[src/hdl/tlrx_pkg.sv]
// Constants, register layout and carrier types of the tributary and line port block
package tlrx_pkg;
  localparam int CLK_NS      = 40;
  // A clock with no edge for this long is reported as lost
  localparam int LOSS_NS     = 2000;
  localparam int LOSS_CYC    = (LOSS_NS + CLK_NS - 1) / CLK_NS;
  localparam int CNT_W       = 8;
  localparam int E3_CHANNELS = 16;
  localparam int G747_GROUP  = 4;
  localparam int SEL_W       = 5;
  localparam int CTRL_W      = 10;
  localparam int SELR_W      = 22;
  localparam int STAT_CNT_LSB = 8;
  localparam logic [7:0] CTRL_OFS = 8'h00;
  localparam logic [7:0] SEL_OFS  = 8'h04;
  localparam logic [7:0] STAT_OFS = 8'h08;

  // Packed so that bit 0 of the control word is mux_en
  typedef struct packed {
    logic line_clk_inv;
    logic tx_cc_en;
    logic tx_dat_inv;
    logic tx_clk_inv;
    logic rx_cc_en;
    logic rx_dat_inv;
    logic rx_clk_inv;
    logic g747;
    logic e3;
    logic mux_en;
  } tlrx_ctrl_t;

  typedef struct packed {
    logic             ins_b_en;
    logic             ins_a_en;
    logic [SEL_W-1:0] ins_b;
    logic [SEL_W-1:0] ins_a;
    logic [SEL_W-1:0] drop_b;
    logic [SEL_W-1:0] drop_a;
  } tlrx_sel_t;

  localparam tlrx_ctrl_t CTRL_RST = '0;
  localparam tlrx_sel_t  SEL_RST  = '0;

  // Channel carries traffic in the current mode
  function automatic logic chan_used(input int idx, input tlrx_ctrl_t c);
    chan_used = c.mux_en && !(c.e3 && idx >= E3_CHANNELS)
                && !(c.g747 && (idx % G747_GROUP) == G747_GROUP - 1);
  endfunction
endpackage

[src/hdl/tlrx_port_io.sv]
// Tributary receive/transmit port logic, line receive sampling and APB registers
`timescale 1ns/1ps
`default_nettype none
// Behaviour
// - One data and one clock output per tributary channel, 28 or 16/21.
// - Receive data changes on rising clock edge, falling edge when clock inverted.
// - Receive data inversion applies to channel and drop port data.
// - In E3 mode channels 17 to 28 outputs are unused.
// - In G.747 mode every fourth channel output is unused.
// - Mux disabled makes every receive output, drop ports too, meaningless.
// - Two drop ports carry a selected channel with same edge and inversion.
// - Common receive clock enable slaves all receive clocks to one input.
// - Transmit data sampled on falling clock edge, rising when clock inverted.
// - Transmit data inversion applies to channel and insert data.
// - In E3 mode transmit channels 17 to 28 are ignored, tied low.
// - In G.747 mode every fourth transmit channel is ignored, tied low.
// - Two insert ports with own clocks replace a selected channel.
// - Mux disabled ignores all transmit and insert inputs.
// - Common transmit clock enable samples all data on the common clock.
// - Line data sampled on rising line clock edge, falling when inverted.
// - Status updates need the line clock, except both clock-loss indications.
module tlrx_port_io
  import tlrx_pkg::*;
#(
  parameter int N_CH = 28
)(
  input  wire logic              ref_clk,
  input  wire logic              sys_rst,
  input  wire logic              psel,
  input  wire logic              penable,
  input  wire logic              pwrite,
  input  wire logic [7:0]        paddr,
  input  wire logic [31:0]       pwdata,
  output logic      [31:0]       prdata,
  output logic                   pready,
  output logic                   pslverr,
  input  wire logic [N_CH-1:0]   rx_core_clk,
  input  wire logic [N_CH-1:0]   rx_core_data,
  output logic      [N_CH-1:0]   trib_rx_data_out,
  output logic      [N_CH-1:0]   trib_rx_clock_out,
  output logic      [1:0]        drop_port_data_out,
  output logic      [1:0]        drop_port_clock_out,
  input  wire logic              rx_common_clock_in,
  input  wire logic [N_CH-1:0]   trib_tx_data_in,
  input  wire logic [N_CH-1:0]   trib_tx_clock_in,
  input  wire logic [1:0]        insert_port_data_in,
  input  wire logic [1:0]        insert_port_clock_in,
  input  wire logic              tx_common_clock_in,
  output logic      [N_CH-1:0]   tx_bit_out,
  output logic      [N_CH-1:0]   tx_bit_valid,
  input  wire logic [1:0]        line_rx_pos_neg_data,
  input  wire logic              line_rx_clock,
  output logic      [1:0]        line_rx_bits_out,
  output logic                   line_rx_strobe_out,
  output logic                   rx_clock_loss_status,
  output logic                   tx_clock_loss_status
);
  localparam int B  = 2 * N_CH;
  localparam int SW = B + 9;

  if (N_CH <= E3_CHANNELS || N_CH > 32 || N_CH % G747_GROUP != 0)
  begin : g_bad
    $error("N_CH must be a multiple of 4 above 16 and at most 32");
  end

  // Every pin-side input passes two flops before use
  logic [SW-1:0] s1_ff, s2_ff;
  always_ff @(posedge ref_clk or posedge sys_rst)
    if (sys_rst)
    begin
      s1_ff <= '0;
      s2_ff <= '0;
    end
    else
    begin
      s1_ff <= {line_rx_pos_neg_data, line_rx_clock, tx_common_clock_in, rx_common_clock_in,
                insert_port_data_in, insert_port_clock_in, trib_tx_data_in, trib_tx_clock_in};
      s2_ff <= s1_ff;
    end

  wire logic [N_CH-1:0] tx_clk_s  = s2_ff[N_CH-1:0];
  wire logic [N_CH-1:0] tx_dat_s  = s2_ff[B-1:N_CH];
  wire logic [1:0]      ins_clk_s = s2_ff[B+1:B];
  wire logic [1:0]      ins_dat_s = s2_ff[B+3:B+2];
  wire logic            rcc_s     = s2_ff[B+4];
  wire logic            tcc_s     = s2_ff[B+5];
  wire logic            lclk_s    = s2_ff[B+6];
  wire logic [1:0]      lbits_s   = s2_ff[B+8:B+7];

  // Register file and APB slave, one wait state per access
  tlrx_ctrl_t  ctrl_ff, nxt_ctrl;
  tlrx_sel_t   sel_ff, nxt_sel;
  logic [31:0] prdata_ff, nxt_prdata;
  logic        pready_ff, nxt_pready, pslverr_ff, nxt_pslverr;
  logic [CNT_W-1:0] lcnt_ff;
  logic        rloss_ff, tloss_ff;
  wire logic   acc  = psel & penable;
  wire logic   done = acc & pready_ff;

  always_comb
  begin
    nxt_ctrl    = ctrl_ff;
    nxt_sel     = sel_ff;
    nxt_prdata  = prdata_ff;
    nxt_pslverr = pslverr_ff;
    nxt_pready  = acc & ~pready_ff;
    if (done && pwrite)
    begin
      case (paddr)
        CTRL_OFS: nxt_ctrl = tlrx_ctrl_t'(pwdata[CTRL_W-1:0]);
        SEL_OFS:  nxt_sel = tlrx_sel_t'(pwdata[SELR_W-1:0]);
        default:  nxt_ctrl = ctrl_ff;
      endcase
    end
    if (acc && !pready_ff)
    begin
      nxt_prdata  = '0;
      nxt_pslverr = 1'b0;
      case (paddr)
        CTRL_OFS: nxt_prdata = pwrite ? '0 : 32'(ctrl_ff);
        SEL_OFS:  nxt_prdata = pwrite ? '0 : 32'(sel_ff);
        STAT_OFS: nxt_prdata = pwrite ? '0 : {16'h0000, lcnt_ff, 6'h00, tloss_ff, rloss_ff};
        default:  nxt_pslverr = 1'b1;
      endcase
    end
  end

  always_ff @(posedge ref_clk or posedge sys_rst)
    if (sys_rst)
    begin
      ctrl_ff    <= CTRL_RST;
      sel_ff     <= SEL_RST;
      prdata_ff  <= '0;
      pready_ff  <= 1'b0;
      pslverr_ff <= 1'b0;
    end
    else
    begin
      ctrl_ff    <= nxt_ctrl;
      sel_ff     <= nxt_sel;
      prdata_ff  <= nxt_prdata;
      pready_ff  <= nxt_pready;
      pslverr_ff <= nxt_pslverr;
    end

  // Per-channel receive and transmit paths
  logic [N_CH-1:0] rx_src, rx_src_ff, nxt_rxd, nxt_rxc, rxd_ff, rxc_ff;
  logic [N_CH-1:0] tx_e, tx_e_ff, tx_samp, tx_dat_x, nxt_txb, txb_ff, txv_ff;
  logic [1:0]      nxt_dpd, nxt_dpc, dpd_ff, dpc_ff;

  genvar i;
  for (i = 0; i < N_CH; i++)
  begin : g_ch
    wire logic used = chan_used(i, ctrl_ff);
    wire logic ia   = sel_ff.ins_a_en && sel_ff.ins_a == SEL_W'(i);
    wire logic ib   = sel_ff.ins_b_en && sel_ff.ins_b == SEL_W'(i);
    assign rx_src[i]  = ctrl_ff.rx_cc_en ? rcc_s : rx_core_clk[i];
    assign nxt_rxc[i] = used & (rx_src[i] ^ ctrl_ff.rx_clk_inv);
    assign nxt_rxd[i] = !used ? 1'b0 :
                        (rx_src[i] && !rx_src_ff[i]) ? rx_core_data[i] ^ ctrl_ff.rx_dat_inv :
                        rxd_ff[i];
    wire logic tclk = ctrl_ff.tx_cc_en ? tcc_s : ia ? ins_clk_s[0] :
                      ib ? ins_clk_s[1] : tx_clk_s[i];
    wire logic tdat = ia ? ins_dat_s[0] : ib ? ins_dat_s[1] : tx_dat_s[i];
    // sample on falling edge of e
    assign tx_e[i]     = used & (tclk ^ ctrl_ff.tx_clk_inv);
    assign tx_samp[i]  = used & tx_e_ff[i] & ~tx_e[i];
    assign tx_dat_x[i] = tdat ^ ctrl_ff.tx_dat_inv;
    assign nxt_txb[i]  = tx_samp[i] ? tx_dat_x[i] : txb_ff[i];
  end

  genvar k;
  for (k = 0; k < 2; k++)
  begin : g_drop
    wire logic [SEL_W-1:0] d = k ? sel_ff.drop_b : sel_ff.drop_a;
    assign nxt_dpd[k] = (d < SEL_W'(N_CH)) ? nxt_rxd[d] : 1'b0;
    assign nxt_dpc[k] = (d < SEL_W'(N_CH)) ? nxt_rxc[d] : 1'b0;
  end

  // A toggled invert bit may give one stray edge; software changes it while idle
  always_ff @(posedge ref_clk or posedge sys_rst)
    if (sys_rst)
    begin
      rx_src_ff <= '0;
      rxd_ff    <= '0;
      rxc_ff    <= '0;
      dpd_ff    <= '0;
      dpc_ff    <= '0;
      tx_e_ff   <= '0;
      txb_ff    <= '0;
      txv_ff    <= '0;
    end
    else
    begin
      rx_src_ff <= rx_src;
      rxd_ff    <= nxt_rxd;
      rxc_ff    <= nxt_rxc;
      dpd_ff    <= nxt_dpd;
      dpc_ff    <= nxt_dpc;
      tx_e_ff   <= tx_e;
      txb_ff    <= nxt_txb;
      txv_ff    <= tx_samp;
    end

  // Line sampling, clock-loss detection and line status
  logic             le_ff, lstb_ff, tloss_nx, rloss_nx;
  logic [1:0]       lbits_ff, nxt_lbits;
  logic [CNT_W-1:0] rcnt_ff, tcnt_ff, nxt_rcnt, nxt_tcnt, nxt_lcnt;
  localparam logic [CNT_W-1:0] LOSS_MAX = CNT_W'(LOSS_CYC);
  wire logic le        = lclk_s ^ ctrl_ff.line_clk_inv;
  // rise of e is the sampling edge
  wire logic line_samp = le & ~le_ff;
  wire logic tx_tog    = |(tx_e ^ tx_e_ff);

  always_comb
  begin
    nxt_rcnt  = (le != le_ff) ? '0 : (rcnt_ff == LOSS_MAX) ? rcnt_ff : rcnt_ff + 1'b1;
    nxt_tcnt  = tx_tog ? '0 : (tcnt_ff == LOSS_MAX) ? tcnt_ff : tcnt_ff + 1'b1;
    rloss_nx  = nxt_rcnt == LOSS_MAX;
    tloss_nx  = nxt_tcnt == LOSS_MAX;
    nxt_lbits = line_samp ? lbits_s : lbits_ff;
    // status counts only on line clock edges
    nxt_lcnt  = (line_samp && |lbits_s) ? lcnt_ff + 1'b1 : lcnt_ff;
  end

  always_ff @(posedge ref_clk or posedge sys_rst)
    if (sys_rst)
    begin
      le_ff    <= 1'b0;
      lstb_ff  <= 1'b0;
      lbits_ff <= '0;
      lcnt_ff  <= '0;
      rcnt_ff  <= '0;
      tcnt_ff  <= '0;
      rloss_ff <= 1'b0;
      tloss_ff <= 1'b0;
    end
    else
    begin
      le_ff    <= le;
      lstb_ff  <= line_samp;
      lbits_ff <= nxt_lbits;
      lcnt_ff  <= nxt_lcnt;
      rcnt_ff  <= nxt_rcnt;
      tcnt_ff  <= nxt_tcnt;
      rloss_ff <= rloss_nx;
      tloss_ff <= tloss_nx;
    end

  assign prdata               = prdata_ff;
  assign pready               = pready_ff;
  assign pslverr              = pslverr_ff;
  assign trib_rx_data_out     = rxd_ff;
  assign trib_rx_clock_out    = rxc_ff;
  assign drop_port_data_out   = dpd_ff;
  assign drop_port_clock_out  = dpc_ff;
  assign tx_bit_out           = txb_ff;
  assign tx_bit_valid         = txv_ff;
  assign line_rx_bits_out     = lbits_ff;
  assign line_rx_strobe_out   = lstb_ff;
  assign rx_clock_loss_status = rloss_ff;
  assign tx_clock_loss_status = tloss_ff;
endmodule
`default_nettype wire

[config.mk]
export PLATFORM = sky130hd
export DESIGN_NAME = tlrx_port_io
export DESIGN_NICKNAME = d
export VERILOG_FILES = /design/src/hdl/tlrx_pkg.sv /design/src/hdl/tlrx_port_io.sv
export SDC_FILE = /design/constraint.sdc
export NUM_CORES = 1
export LEC_CHECK = 0
export ABC_AREA = 1
export BUFFER_PORTS_ARGS = -buffer_cell sky130_fd_sc_hd__buf_2
export CAP_MARGIN = 30
export CORE_MARGIN = 2
export CORE_UTILIZATION = 50
export DETAILED_ROUTE_END_ITERATION = 6
export PLACE_DENSITY = 0.71
export SYNTH_ARGS = -nofsm -noshare
export SYNTH_HDL_FRONTEND = slang
export SYNTH_SLANG_ARGS = --single-unit
export TNS_END_PERCENT = 1
[constraint.sdc]
create_clock -name ref_clk -period 25.6 [get_ports ref_clk]
set_input_delay 5.12 -clock ref_clk [delete_from_list [all_inputs] [get_ports ref_clk]]
set_output_delay 5.12 -clock ref_clk [all_outputs]
set_load 0.005 [all_outputs]
[Yosys cells after proc, flatten, opt, wreduce, memory -nomap -nowiden]
Cells that the tools add are included.
W data, S select, Z words.
Cells by class
  add/sub/neg operators: 3
  $lt $le $gt $ge: 4
  eq/ne operators: 61
  multiplexer cells: 245
  bitwise operators: 260
  reduce and logical (&&, ||, !) cells: 129
Operators by type and width (number)
  $mux W1: 233
  $eq A5 B5 Y1 const B: 24
  $and A1 B1 Y1: 116
  $xor A1 B1 Y1: 113
  $logic_and A1 B1 Y1: 90
  $eq A5 B4 Y1 const B: 16
  $pmux W22 S3: 1
  $eq A5 B3 Y1 const B: 8
  $eq A8 B6 Y1 const B: 4
  $mux W8: 4
  $logic_not A1 Y1: 31
  $not A1 Y1: 30
  $reduce_or A28 Y1: 1
  $xor A28 B28 Y28: 1
  $add A8 B1 Y8 const B: 3
  $mux W22: 1
  $bmux W1 S5: 4
  $eq A5 B2 Y1 const B: 4
  $mux W16: 1
  $lt A5 B6 Y1 const B: 2
  $eq A5 B1 Y1 const B: 2
  $logic_not A5 Y1: 2
  $lt A5 B5 Y1 const B: 2
  $mux W10: 1
  7 further kinds: 8
Storage, ports and cells
  flip-flop bits (word level): 398
  input port bits: 166
  output and inout bits: 155
  logic and storage cells: 766

[Logic depth before layout (Yosys ltp)]
  word-level depth: 11
  depth in mapped cells: 20
  gate-level depth less buffers: 20

[Least setup slack after synthesis]
OpenSTA, ideal clock, no wires.
  path kind: input-to-reg
  from: in paddr[5]
  to: reg prdata_ff[1] (netlist: prdata[1])
  library setup time: 83 ps
  arrival: 6521 ps
  data required time: 25517 ps
  slack: 18996 ps
  stages: 8
  path buffers: 1
  cell sequence: nor4_1 -> nand2_1 -> nor3_1 -> inv_1 -> clkbuf_1 -> o22ai_1 -> a21oi_1 -> o21ai_0
On the way
  cells in the longest elaborated chain, start to end: 2
  elaborated cells between the ends (all ways): 4
  classes of those cells: eq/ne: 2; mux: 1; reduce/logical: 1
Ends and longest elaborated chain
  from (decl): RTL line tlrx_port_io.sv:32  | input wire logic [7:0] paddr,
  $eq A8 B4 Y1 (tied with other cells): RTL line tlrx_port_io.sv:119  | case (paddr)
  $pmux W22 S3 *: RTL line tlrx_port_io.sv:119
  to (signal assigned): RTL line tlrx_port_io.sv:141  | prdata_ff <= nxt_prdata;
  to (decl): RTL line tlrx_port_io.sv:93  | logic [31:0] prdata_ff, nxt_prdata;
Mark *: on every way between the ends. The rest lies on a longest branch, timed or not.
A chain may end at the register's enable or synchronous reset.

[Final worst setup path]
  from: in paddr[5]
  to: reg ctrl_ff[9] (netlist bit)
On the way
  cells in the longest elaborated chain, start to end: 2
Ends and longest elaborated chain
  $logic_not A8 Y1: RTL line tlrx_port_io.sv:109  | case (paddr)
  $reduce_and A2 Y1 (no line)
  to (signal assigned): RTL line tlrx_port_io.sv:139  | ctrl_ff <= nxt_ctrl;
  to (decl): RTL line tlrx_port_io.sv:91  | tlrx_ctrl_t ctrl_ff, nxt_ctrl;
No other way between the ends.

==> key figures <==
Run status
  • Status: finished, final reports clean

Floorplanning
  • Initial Util: 0.5033
  • Core Region: approximately 0.035 mm²
  • Chip Height: between 150 and 200 µm
  • Die width: ~190 µm
  • Row count: 69
  • Total die area: about 0.037 mm²
  • Ports: about 320

STA
  • Tcrit/Tclk final: 0.2785
  • Worst-Margin Slew: slightly above 1000 ps
  • Achievable Freq: approximately 140 MHz
  • Final Hold Vio Count: 0
  • RSZ-0062 raised after global routing: no
  • Setup TNS: 0 ps
  • Final Skew: approximately 15 ps
  • Final Max Slew Viols: 0
  • Slew headroom: 0.3193
  • Setup-failing EPs final: 0
  • Fin crit period: between 7000 and 8000 ps
  • Fin worst setup slack: ~18000 ps

Routing
  • Antenna Violating Nets Remaining: 0
  • Pre-Repair DR Iteration Count: 6
  • 1st-iter DRT viols: approximately 1500
  • Vias/cell: roughly 5.4
  • Vias: 15340
  • WL/cell: approximately 18 µm
  • Residual DRC count: 0
  • Drt total wl: 51580 µm

Critical path
  • CP Capture Type: register
  • Worst path max stage delay: a little under 800 ps
  • Critical-path top delay cell: nor3_1
  • Worst path required time: 26030 ps
  • Crit path to: ctrl_ff[9]
  • Worst r2r src: g_ch[0].used
  • CP max FO: 20
  • R2R cell count: 13
  • Crit-path cells: buf_2 > nor4_1 > nand2_1 > nor3_1 > nand2_1 > o21ai_0
  • Crit path launch: paddr[5]
  • R2r setup slk: approximately 22000 ps
  • Worst Setup Start Kind: input pin
  • CP dominant cell by count: nand2_1
  • CP Class: input pin to register
  • Worst Path Arrival: around 7600 ps
  • Reg-to-Reg End: drop_port_clock_out[0]

Placement
  • Dpl ws: 18020 ps
  • Routability cong.: approximately 0.93
  • HPWL Detailed: 37470 µm
  • Dpl cell area: ~0.02 mm²
  • Buffers on Ports: 300

CTS
  • Postcts setup bufs: 0
  • Reg clk slew, reported paths: ~70 ps
  • Sink Count: about 390
  • H-tree depth: 2
  • Clock root buffer: clkbuf_16
  • CTS buffer count: 39
  • CTS tree: built
  • PostCTS Resize Cnt: 0
  • Max clock buf depth: 3
  • Hold buffer count at CTS: 0
  • Clock Latency Late Sink: 540 ps

Layout
  • # fillers: ~3000
  • Fin area: 0.02100 mm²
  • Nets: around 2500
  • Layout cell share with drive strength beyond 1: 0.1929
  • Inserted Diodes: 0
  • Area growth from synthesis to layout: 18.16%

Synthesis
  • Mean Syn Cell Area: between 8 and 9 µm²
  • Synth Register Bits: between 300 and 400
  • YS warnings: 0
  • Netlist Area Pre-Place: between 0.015 and 0.02 mm²
  • Post-synth ARST share: 1.000
  • Register area share after synthesis: 0.5463
  • Synth Instances: between 2000 and 2500
  • Main flop type after synthesis: dfrtp_1
  • Yosys cell types: 41
  • Post-synth EDFFs: 0

Power and ir drop
  • Tot Pwr: 1.318 mW
  • Peak VDD IR: around 0.000059 V
  • Power density over cell area: roughly 63 mW/mm²
  • Static Leak: approximately 11 nW

GRT
  • First-pass GRT wire length: between 70000 and 80000 µm
  • Vias in the first global route: between 10000 and 15000
  • Largest net degree at the start of global routing: a little under 90
  • Initial antenna violation count: 0
  • All-layer global routing usage: 0.2790
  • GRT overflow: 0

Job
  • MaxCap Viol Count: 0

Hold path
  • Worst min-delay path class: register to register
[cell families (layout without fill, tap and decap cells)]
| family | Yosys count | count (layout) | synth area share |
|---|---|---|---|
| buf+inv | 350 | 644 | 0.07807 |
| other cells | 1 | 10 | 0.0002110 |
| fa+ha+maj | 6 | 6 | 0.004224 |
| xor+xnor | 60 | 60 | 0.02957 |
| flops | 388 | 388 | 0.5463 |
| simple gates | 930 | 930 | 0.2241 |
| compound gates | 313 | 313 | 0.09975 |
| mux | 28 | 28 | 0.01774 |
[cells in the final DEF, fill, tap and decap left out, types with 9 or more instances in the layout]
master,instances
conb_1,10
a32o_1,12
buf_4,16
inv_2,12
o22ai_1,16
nand3_1,176
nand2_1,457
xor2_1,52
buf_2,300
or2_2,11
clkbuf_16,41
nor2_1,196
nor3_1,19
nor2_2,12
o21ai_0,160
a31oi_1,9
o211ai_1,34
inv_1,235
a21oi_1,73
dfrtp_1,387
mux2_2,28
nand4_1,35
[how the worst min path moves through the flow]
stage / cells after the start / startpoint / endpoint / slack [ps]
after CTS: 0 / s1_ff[45] / s2_ff[45] / 340
after global routing: 0 / s1_ff[24] / s2_ff[24] / 350
after floorplan: 0 / s1_ff[0] / s2_ff[0] / 330
after detailed placement: 0 / s1_ff[16] / s2_ff[16] / 330
after global placement: 0 / s1_ff[52] / s2_ff[52] / 330
final: 0 / s1_ff[45] / s2_ff[45] / 340
[where the power goes]
part	switching, mW	internal (mW)	total [mW]
Clock	0.237	0.334	0.571
Combinational	0.0605	0.0341	0.0946
Sequential	0.0155	0.637	0.653
Total	0.313	1.01	1.32
[area by class of cell]
cell class / count / area [µm²] / share of cell area
clock buffer: 56 / 1152 / 0.05487
timing repair buffer: 321 / 1759 / 0.08377
tap: 461 / 576.8 / 0.02746
multi-input combinational: 1347 / 6713 / 0.3196
sequential: 388 / 9711 / 0.4624
inverter: 253 / 957.2 / 0.04558
clock inverter: 14 / 132.6 / 0.006315
[state kept, by name, indices dropped and copies added (netlist names), 10 cells and up]
signal,count
tx_bit_valid,28
tx_bit_out,28
rx_src_ff,28
tx_e_ff,28
g_drop.d,10
trib_rx_clock_out,28
sel_ff,12
s1_ff,65
prdata,22
trib_rx_data_out,28
s2_ff,65
[cells in the mapped netlist (8+ instances only)]
cell	count	area, µm²
mux2_2	28	315.3
a32o_1	12	120.1
or2_2	11	68.82
nor3_1	19	95.09
a31oi_1	9	56.30
o21ai_0	160	800.8
buf_4	12	90.09
nand2_1	457	1715
clkbuf_1	62	232.7
dfrtp_1	388	9709
buf_2	10	50.05
inv_2	12	45.04
inv_1	236	885.9
nor2_1	197	739.5
a21oi_1	73	365.4
nand3_1	176	880.8
xor2_1	52	455.4
nand4_1	35	219.0
buf_1	10	37.54
xnor2_1	8	70.07
o22ai_1	16	100.1
nor2_2	11	68.82
o211ai_1	34	255.2
nand3b_1	8	60.06
[through the flow]
step,cells,hold slack (ps),util
finish,2840,337.5,0.5948
global route,2840,352.0,0.5948
CTS,2838,342.4,0.5932
detailed placement,2768,334.7,0.5568
global placement,2765,334.6,0.5545
floorplan,2085,331.2,-
[worst max-delay path, delay by kind of cell]
kind,cells,cell delay [ps]
buf+inv,1,100
simple gates,4,1950
compound gates,1,390
[per-layer routing]
layer / vias to the layer above / wire, µm / track usage
met5: - / 0 / 0
met2: 652 / 23840 / 0.4488
met3: 105 / 3812 / 0.05055
li1: 7233 / - / -
met1: 7349 / 22160 / 0.3794
met4: 0 / 1770 / 0.1033
No activity file was read; power rests on OpenSTA's default activity.
